File: src/shared/lcd_pkg.sv
// Constants, types and decode functions for the LCD frame timing core
package lcd_pkg;

    localparam int SEG_N     = 48;
    localparam int COM_N     = 4;
    localparam int RAM_WORDS = 8;

    // Word indices on the bus (byte address = 4 * index)
    localparam logic [5:0] IDX_MODE = 6'h00;
    localparam logic [5:0] IDX_STAT = 6'h01;
    localparam logic [5:0] IDX_RAM0 = 6'h04;
    localparam logic [5:0] IDX_RAML = 6'h0B;

    // Mode register field positions and reset value
    localparam int         MODE_MUX_LSB = 6;
    localparam int         MODE_HF_LSB  = 3;
    localparam int         MODE_LF_LSB  = 0;
    localparam logic [7:0] MODE_RST     = 8'h00;

    // Status register field positions
    localparam int STAT_RUN_BIT = 8;
    localparam int STAT_POL_BIT = 9;
    localparam int STAT_COM_LSB = 10;

    // Reference clock divider select codes
    localparam logic [2:0] HF_OFF  = 3'h0;
    localparam logic [2:0] HF_AUX  = 3'h1;
    localparam logic [2:0] HF_D32  = 3'h3;
    localparam logic [2:0] HF_D64  = 3'h4;
    localparam logic [2:0] HF_D128 = 3'h5;
    localparam logic [2:0] HF_D256 = 3'h6;

    // Divider terminal counts (factor minus one)
    localparam logic [7:0] HF_T32  = 8'h1F;
    localparam logic [7:0] HF_T64  = 8'h3F;
    localparam logic [7:0] HF_T128 = 8'h7F;
    localparam logic [7:0] HF_T256 = 8'hFF;

    localparam logic [8:0] LF_T512 = 9'h1FF;
    localparam logic [8:0] LF_T384 = 9'h17F;
    localparam logic [8:0] LF_T256 = 9'h0FF;
    localparam logic [8:0] LF_T192 = 9'h0BF;
    localparam logic [8:0] LF_T128 = 9'h07F;
    localparam logic [8:0] LF_T96  = 9'h05F;
    localparam logic [8:0] LF_T64  = 9'h03F;

    // Multiplex ratio codes
    localparam logic [1:0] MUX_4 = 2'h0;
    localparam logic [1:0] MUX_1 = 2'h1;
    localparam logic [1:0] MUX_2 = 2'h2;
    localparam logic [1:0] MUX_3 = 2'h3;

    // Pin drive levels
    localparam logic [1:0] LVL_GND   = 2'h0;
    localparam logic [1:0] LVL_THIRD = 2'h1;
    localparam logic [1:0] LVL_TWO3  = 2'h2;
    localparam logic [1:0] LVL_FULL  = 2'h3;

    typedef struct packed {
        logic [1:0] mux;
        logic [2:0] hf;
        logic [2:0] lf;
    } lcd_mode_t;

    typedef struct packed {
        logic [COM_N-1:0][1:0] com;
        logic [SEG_N-1:0][1:0] seg;
        logic                  bias_en;
        logic                  half_bias;
    } lcd_drive_t;

    typedef enum logic {
        LCD_OFF,
        LCD_RUN
    } lcd_state_t;

    function automatic logic hf_valid(input logic [2:0] hf);
        hf_valid = (hf == HF_AUX) || (hf == HF_D32) || (hf == HF_D64) ||
                   (hf == HF_D128) || (hf == HF_D256);
    endfunction

    function automatic logic [7:0] hf_term(input logic [2:0] hf);
        case (hf)
            HF_D32:  hf_term = HF_T32;
            HF_D64:  hf_term = HF_T64;
            HF_D128: hf_term = HF_T128;
            default: hf_term = HF_T256;
        endcase
    endfunction

    function automatic logic [8:0] lf_term(input logic [2:0] lf);
        case (lf)
            3'h1:    lf_term = LF_T384;
            3'h2:    lf_term = LF_T256;
            3'h3:    lf_term = LF_T192;
            3'h4:    lf_term = LF_T128;
            3'h5:    lf_term = LF_T96;
            3'h6:    lf_term = LF_T64;
            default: lf_term = LF_T512;
        endcase
    endfunction

    function automatic logic [1:0] com_last(input logic [1:0] mux);
        case (mux)
            MUX_1:   com_last = 2'h0;
            MUX_2:   com_last = 2'h1;
            MUX_3:   com_last = 2'h2;
            default: com_last = 2'h3;
        endcase
    endfunction

endpackage

File: src/rtl/lcd_ref_div.sv
// Reference tick generator: divided core clock or auxiliary oscillator
`timescale 1ns/1ps
`default_nettype none
module lcd_ref_div
    import lcd_pkg::*;
(
    input  wire logic       clk_i,
    input  wire logic       rst_i,
    input  wire logic       ce_i,
    input  wire logic       run_i,
    input  wire logic [2:0] hf_i,
    input  wire logic       aux_clk_i,
    output logic            tick_o
);

    logic [7:0] cnt_r;
    logic [7:0] cnt_nxt;
    logic       aux_s1_r;
    logic       aux_s2_r;
    logic       aux_s3_r;
    logic       tick_r;
    logic       tick_nxt;

    always_comb
    begin
        cnt_nxt  = cnt_r;
        tick_nxt = 1'b0;
        if (!run_i || !hf_valid(hf_i))
        begin
            cnt_nxt = 8'h00;
        end
        else if (hf_i == HF_AUX)
        begin
            tick_nxt = aux_s2_r & ~aux_s3_r;
        end
        else if (cnt_r >= hf_term(hf_i))
        begin
            cnt_nxt  = 8'h00;
            tick_nxt = 1'b1;
        end
        else
        begin
            cnt_nxt = cnt_r + 8'h01;
        end
    end

    always_ff @(posedge clk_i)
    begin
        if (rst_i)
        begin
            cnt_r    <= 8'h00;
            tick_r   <= 1'b0;
            aux_s1_r <= 1'b0;
            aux_s2_r <= 1'b0;
            aux_s3_r <= 1'b0;
        end
        else if (ce_i)
        begin
            cnt_r    <= cnt_nxt;
            tick_r   <= tick_nxt;
            aux_s1_r <= aux_clk_i;
            aux_s2_r <= aux_s1_r;
            aux_s3_r <= aux_s2_r;
        end
    end

    assign tick_o = tick_r;

endmodule // lcd_ref_div
`default_nettype wire

File: src/rtl/lcd_mux_frame_timing.sv
// LCD multiplexed frame timing core with Wishbone register slave
//
// The address map and the Wishbone interface to the registers were decided locally.
`timescale 1ns/1ps
`default_nettype none

module lcd_mux_frame_timing
    import lcd_pkg::*;
(
    input  wire logic        clk_i,
    input  wire logic        rst_i,
    input  wire logic        ce_i,
    input  wire logic        wb_cyc_i,
    input  wire logic        wb_stb_i,
    input  wire logic        wb_we_i,
    input  wire logic [7:0]  wb_adr_i,
    input  wire logic [3:0]  wb_sel_i,
    input  wire logic [31:0] wb_dat_i,
    output logic      [31:0] wb_dat_o,
    output logic             wb_ack_o,
    input  wire logic        aux_clk_i,
    input  wire logic        osc_fail_i,
    input  wire logic        stop_mode_i,
    output lcd_drive_t       drive_o
);

    // Byte lane merge for writes
    function automatic logic [31:0] merge(input logic [31:0] old,
                                          input logic [31:0] wr,
                                          input logic [3:0]  sel);
        logic [31:0] res;
        res = old;
        for (int b = 0; b < 4; b++)
        begin
            if (sel[b])
            begin
                res[8*b +: 8] = wr[8*b +: 8];
            end
        end
        merge = res;
    endfunction

    // Register and bus state
    lcd_mode_t   mode_r;
    lcd_mode_t   mode_nxt;
    logic [31:0] ram_r [RAM_WORDS];
    logic [31:0] ram_nxt [RAM_WORDS];
    logic [31:0] dat_r;
    logic [31:0] dat_nxt;
    logic        ack_r;
    logic        ack_nxt;

    // Timing state
    lcd_state_t  st_r;
    lcd_state_t  st_nxt;
    lcd_mode_t   act_r;
    lcd_mode_t   act_nxt;
    logic [8:0]  div_r;
    logic [8:0]  div_nxt;
    logic [1:0]  com_r;
    logic [1:0]  com_nxt;
    logic        pol_r;
    logic        pol_nxt;
    lcd_drive_t  drv_r;
    lcd_drive_t  drv_nxt;

    logic        ref_tick;
    logic        fault;
    logic        bus_req;
    logic [5:0]  idx;
    logic [2:0]  ram_idx;
    logic [SEG_N-1:0] row;
    logic [SEG_N-1:0][1:0] seg_lvl;

    assign bus_req = wb_cyc_i & wb_stb_i & ~ack_r;
    assign idx     = wb_adr_i[7:2];
    assign ram_idx = 3'(idx - IDX_RAM0);

    always_comb
    begin
        mode_nxt = mode_r;
        ram_nxt  = ram_r;
        dat_nxt  = 32'h0000_0000;
        ack_nxt  = bus_req;
        if (bus_req)
        begin
            if (idx == IDX_MODE)
            begin
                dat_nxt = {24'h00_0000, mode_r};
                if (wb_we_i && wb_sel_i[0])
                begin
                    mode_nxt = lcd_mode_t'(wb_dat_i[7:0]);
                end
            end
            else if (idx == IDX_STAT)
            begin
                dat_nxt = {20'h0_0000, com_r, pol_r, (st_r == LCD_RUN), act_r};
            end
            else if (idx >= IDX_RAM0 && idx <= IDX_RAML)
            begin
                dat_nxt = ram_r[ram_idx];
                if (wb_we_i)
                begin
                    ram_nxt[ram_idx] = merge(ram_r[ram_idx], wb_dat_i, wb_sel_i);
                end
            end
        end
    end

    always_ff @(posedge clk_i)
    begin
        if (rst_i)
        begin
            mode_r <= lcd_mode_t'(MODE_RST);
            dat_r  <= 32'h0000_0000;
            ack_r  <= 1'b0;
            for (int i = 0; i < RAM_WORDS; i++)
            begin
                ram_r[i] <= 32'h0000_0000;
            end
        end
        else if (ce_i)
        begin
            mode_r <= mode_nxt;
            ram_r  <= ram_nxt;
            dat_r  <= dat_nxt;
            ack_r  <= ack_nxt;
        end
    end

    lcd_ref_div u_ref_div (
        .clk_i     (clk_i),
        .rst_i     (rst_i),
        .ce_i      (ce_i),
        .run_i     (st_r == LCD_RUN),
        .hf_i      (act_r.hf),
        .aux_clk_i (aux_clk_i),
        .tick_o    (ref_tick)
    );

    assign fault = osc_fail_i | (stop_mode_i & (act_r.hf != HF_AUX));

    always_comb
    begin
        st_nxt  = st_r;
        act_nxt = act_r;
        div_nxt = div_r;
        com_nxt = com_r;
        pol_nxt = pol_r;
        case (st_r)
            LCD_OFF:
            begin
                div_nxt = 9'h000;
                com_nxt = 2'h0;
                pol_nxt = 1'b0;
                act_nxt = mode_r;
                // display off while select is 000, 010 or 111
                if (hf_valid(mode_r.hf) && !osc_fail_i &&
                    !(stop_mode_i && mode_r.hf != HF_AUX))
                begin
                    st_nxt = LCD_RUN;
                end
            end
            LCD_RUN:
            begin
                if (fault)
                begin
                    st_nxt = LCD_OFF;
                end
                else if (ref_tick)
                begin
                    if (div_r >= lf_term(act_r.lf))
                    begin
                        div_nxt = 9'h000;
                        if (com_r >= com_last(act_r.mux))
                        begin
                            com_nxt = 2'h0;
                            pol_nxt = ~pol_r;
                            // new mode only at frame end
                            act_nxt = mode_r;
                            if (!hf_valid(mode_r.hf))
                            begin
                                st_nxt = LCD_OFF;
                            end
                        end
                        else
                        begin
                            com_nxt = com_r + 2'h1;
                        end
                    end
                    else
                    begin
                        div_nxt = div_r + 9'h001;
                    end
                end
            end
            default:
            begin
                st_nxt = LCD_OFF;
            end
        endcase
    end

    // row of RAM for the selected common
    assign row = {ram_r[{com_r, 1'b1}][SEG_N-33:0], ram_r[{com_r, 1'b0}]};

    genvar s;
    generate
        for (s = 0; s < SEG_N; s++)
        begin : g_seg
            always_comb
            begin
                if (row[s])
                begin
                    seg_lvl[s] = pol_r ? LVL_GND : LVL_FULL;
                end
                else if (act_r.mux == MUX_1)
                begin
                    seg_lvl[s] = pol_r ? LVL_FULL : LVL_GND;
                end
                else
                begin
                    seg_lvl[s] = pol_r ? LVL_TWO3 : LVL_THIRD;
                end
            end
        end
    endgenerate

    always_comb
    begin
        drv_nxt = '0;
        if (st_r == LCD_RUN && !fault)
        begin
            // bias divider on only while driving
            drv_nxt.bias_en = 1'b1;
            drv_nxt.half_bias = (act_r.mux == MUX_2);
            drv_nxt.seg = seg_lvl;
            for (int c = 0; c < COM_N; c++)
            begin
                if (c == int'(com_r))
                begin
                    drv_nxt.com[c] = pol_r ? LVL_FULL : LVL_GND;
                end
                else if (c <= int'(com_last(act_r.mux)))
                begin
                    drv_nxt.com[c] = pol_r ? LVL_THIRD : LVL_TWO3;
                end
                else
                begin
                    drv_nxt.com[c] = LVL_GND;
                end
            end
        end
    end

    always_ff @(posedge clk_i)
    begin
        if (rst_i)
        begin
            st_r  <= LCD_OFF;
            act_r <= lcd_mode_t'(MODE_RST);
            div_r <= 9'h000;
            com_r <= 2'h0;
            pol_r <= 1'b0;
            drv_r <= '0;
        end
        else if (ce_i)
        begin
            st_r  <= st_nxt;
            act_r <= act_nxt;
            div_r <= div_nxt;
            com_r <= com_nxt;
            pol_r <= pol_nxt;
            drv_r <= drv_nxt;
        end
    end

    assign wb_dat_o = dat_r;
    assign wb_ack_o = ack_r;
    assign drive_o  = drv_r;

endmodule // lcd_mux_frame_timing
`default_nettype wire

File: config.mk
export PLATFORM = sky130hd
export DESIGN_NAME = lcd_mux_frame_timing
export DESIGN_NICKNAME = d
export VERILOG_FILES = /design/src/shared/lcd_pkg.sv /design/src/rtl/lcd_ref_div.sv /design/src/rtl/lcd_mux_frame_timing.sv
export SDC_FILE = /design/constraint.sdc
export NUM_CORES = 1
export LEC_CHECK = 0
export ABC_AREA = 1
export CAP_MARGIN = 10
export CORE_UTILIZATION = 40
export DETAILED_ROUTE_END_ITERATION = 8
export DONT_BUFFER_PORTS = 1
export HOLD_SLACK_MARGIN = 0.03
export PLACE_DENSITY_LB_ADDON = 0.25
export SYNTH_ARGS = -nofsm -noshare
export SYNTH_HDL_FRONTEND = slang
export SYNTH_HIERARCHICAL = 1
export SYNTH_SLANG_ARGS = --single-unit
File: constraint.sdc
create_clock -name clk_i -period 2.2 [get_ports clk_i]
set_input_delay 0.55 -clock clk_i [delete_from_list [all_inputs] [get_ports clk_i]]
set_output_delay 0.55 -clock clk_i [all_outputs]
set_load 0.03 [all_outputs]
==> qor.tcl <==
set qor(nFillCells) 5814
set qor(worstSetupStartpointType) {register}
set qor(synth_top_area_cell) {dfxtp_1}
set qor(placement.io_buffers) 0
set qor(clock_tree_from_tritoncts) {done}
set qor(cts_made_buffers) 50
set qor(route.detailed.wl_per_inst_um) 18.38
set qor(postSynthRegisterBits) 436
set qor(grt_overflow) 0
set qor(ys_warn_count) 6
set qor(worst-endpoint-required_ns) 2.71
set qor(critical_path_peak_fanout) 11
set qor(total_power_mw) 18.18
set qor(seq_area_frac_synth_pct) 39.10
set qor(max_freq_mhz) 488.2
set qor(num_rows) 86
set qor(clock_sink_count) 436
set qor(result_of_the_run) {complete, no violations}
set qor(detailroute.via_count) 21880
set qor(chipWidth_um) 238.2
set qor(final_layout_size_suffix_gt1_share_pct) 6.798
set qor(io_pins) 192
set qor(cts_root_buf) {clkbuf_16}
set qor(worst-r2r-cell-count) 10
set qor(syn_area_um2) 22330
set qor(synthMostInstantiatedCell) {nand2_1}
set qor(synth.net_count) 3515
set qor(grt_pass1_vias) 19630
set qor(initial_antenna_violation_count) 5
set qor(design.die.area_um2) 56760
set qor(areaGrowthSynthToFinish_pct) 12.62
set qor(count_of_flip_flops_with_a_built_in_enable_after_synthesis) 0
set qor(first_iter_violations) 1842
set qor(clock_tree.htree_level_count) 2
set qor(shortest_clock_period_the_worst_path_allows_after_layout_ns) 2.048
set qor(p_leak_nw) 11.15
set qor(ir_drop_v) 0.0005470
set qor(final_hold_vios) 0
set qor(setup_violations) 0
set qor(grt_setup_unrepaired) {true}
set qor(syn-instance-count) 3441
set qor(routabilityCongestion) 0.8659
set qor(firstDrtPassIters) 6
set qor(first_pass_grt_wire_length_um) 115700
set qor(timing_max_transition_violations_final) 0
set qor(setup.worst_path.class) {reg2reg}
set qor(height_of_the_die_um) 238.2
set qor(post_synth_main_area_contributors) {dfxtp_1 (39%), nand2_1 (16%), nand3_1 (8.0%), a21oi_1 (6.9%), inv_1 (6.1%)}
set qor(ant_nets) 0
set qor(postSynth.asyncResetShare_pct) 0
set qor(synth_flop_cell) {dfxtp_1}
set qor(hpwl_after_detailed_placement_um) 49580
set qor(clk_lat_worst_skew_ns) 0.61
set qor(grt_max_degree) 171
set qor(maxCapViolCount) 0
set qor(timing.hold.worst_path_depth) 1
set qor(remaining_drc_errors) 0
set qor(placed_cells) 4055
set qor(worst_slew_margin_relative_to_its_limit_pct) 57.14
set qor(synth_largest_type_area_fraction_pct) 39.10
set qor(initial_core_util_pct) 40.52
set qor(avgViaCountPerCell) 5.274
set qor(grtUsageTotal_pct) 26.31
set qor(design.final.nets) 3435
set qor(cell_area_after_placement_um2) 23400
set qor(worstPathArrival_ns) 2.56
set qor(final_worst_hold_slack_ns) 0.06091
set qor(fin_area_um2) 25140
set qor(post_synthesis_average_cell_area_um2) 6.488
set qor(post_cts.repair.setup_buffers) 0
set qor(finalSetupTns_ns) 0
set qor(layout_worst_path_cycle_share_pct) 93.11
set qor(tightestPinTransition_ns) 0.6361
set qor(power_per_cell_area_nw_per_um2) 723.0
set qor(routed_wirelength_um) 76220
set qor(floorplan.core_area_um2) 55090
set qor(clock_skew_ns) 0.01902
set qor(synth.lib_cells_used.distinct) 35
set qor(ctsLongestPathBuffers) 3
set qor(timing.hold.worst.class) {in2reg}
set qor(layout.cells.non_filler) 4148
set qor(path_clk_slew_ns) 0.06
set qor(netlist_top_cells_count) {nand2_1 (936), dfxtp_1 (436), inv_1 (361)}
set qor(endpoint_type_of_the_worst_setup_path) {register}
==> registers in the layout, indices dropped and copies added (netlist names) <==
register / count
ram_r: 256
drive_o: 106
wb_dat_o: 32
div_r: 9
act_r: 8
mode_r: 8
u_ref_div/cnt_r: 8
com_r: 2
pol_r: 1
st_r: 1
u_ref_div/aux_s1_r: 1
u_ref_div/aux_s2_r: 1
u_ref_div/aux_s3_r: 1
u_ref_div/tick_o: 1
wb_ack_o: 1
==> repair_timing <==
item / 4_1_cts / 5_1_grt
hold buffers: 2 / 0
endpoints found under the setup margin: 0 / 18
resized for setup: 0 / 4
hold endpoints to repair: 6 / 0
==> logic make-up (layout without fill, tap and decap cells) <==
group	after synthesis	count (layout)	share of synthesized area [%]
other	0	2	0
and+or+nand+nor	1710	1710	31.99
adders and majority gates	21	21	1.177
xor gates and xnor gates	2	2	0.07848
buffers and inverters	603	560	10.79
DFF	436	436	39.10
AOI/OAI and AO/OA	669	669	16.87
==> layout by cell type, fill, tap and decap left out, types with 5 or more instances in the layout <==
cell type  Yosys  routed
ha_1          21      21
o21ai_1       58      59
inv_2         13      16
nand2_1      936     935
nor2_1       328     325
dfxtp_1      436     433
o211ai_1      86      86
buf_12         0      31
clkbuf_1     125      12
nor2_4         3       7
nand4_1       54      54
nand3_1      356     355
bufinv_16      0       5
nor2_2        12      11
clkbuf_16      0      53
buf_4         11      63
a21oi_1      306     306
nand2_2        4       5
or2_2          6       6
clkinv_2       0       8
o21ai_0      139     138
inv_1        361     356
o21a_1        73      73
clkbuf_8       0      10
==> worst max-delay path: stages (launching register included) <==
cell	delay, ns
dfxtp_1	0.32
inv_1	0.08
ha_1	0.22
or2_2	0.31
ha_1	0.27
o21ai_1	0.16
nand3_1	0.14
buf_4	0.21
nor2_1	0.09
nand3_1	0.07
o21ai_0	0.09
==> layer usage <==
| layer | wire length, µm | up-vias | global-route usage [%] |
|---|---|---|---|
| li1 | - | 10950 | - |
| met1 | 32810 | 10030 | 34.19 |
| met2 | 34300 | 748 | 42.66 |
| met3 | 5747 | 143 | 4.269 |
| met4 | 3346 | 4 | 12.02 |
| met5 | 18 | - | 0 |
==> area by class of cell <==
type,count,area (µm²),area share (%)
Multi-Input combinational cell,2402,11230,44.67
Sequential cell,436,8735,34.74
Clock buffer,75,1509,6.002
Inverter,375,1414,5.624
Timing Repair Buffer,96,1114,4.429
Tap cell,748,935.9,3.723
Clock inverter,14,200.2,0.7963
Antenna cell,2,5.005,0.01991
==> final timing paths <==
check | startpoint | endpoint | slack (ns)
max | act_r[6] | com_r[0] | 0.15
min | rst_i | wb_dat_o[0] | 0.06
max reg2reg | act_r[6] | com_r[0] | 0.15
min reg2reg | u_ref_div/aux_s3_r | u_ref_div/aux_s3_r | 0.46
==> through the flow <==
step / setup slack (ns) / util, %
6_report: 0.1516 / 45.64
5_1_grt: -0.01390 / 45.63
4_1_cts: 0.05896 / 45.61
3_5_place_dp: -0.001785 / 42.47
3_3_place_gp: 0.03188 / 42.47
2_1_floorplan: 0.2105 / -
==> report_power, final <==
part	total, mW	leakage [nW]	switching (mW)	internal, mW
Combinational	1.32	6.79	0.925	0.396
Clock	8.77	0.838	3.48	5.29
Sequential	8.09	3.52	0.123	7.96
No activity file was read; power rests on OpenSTA's default activity.
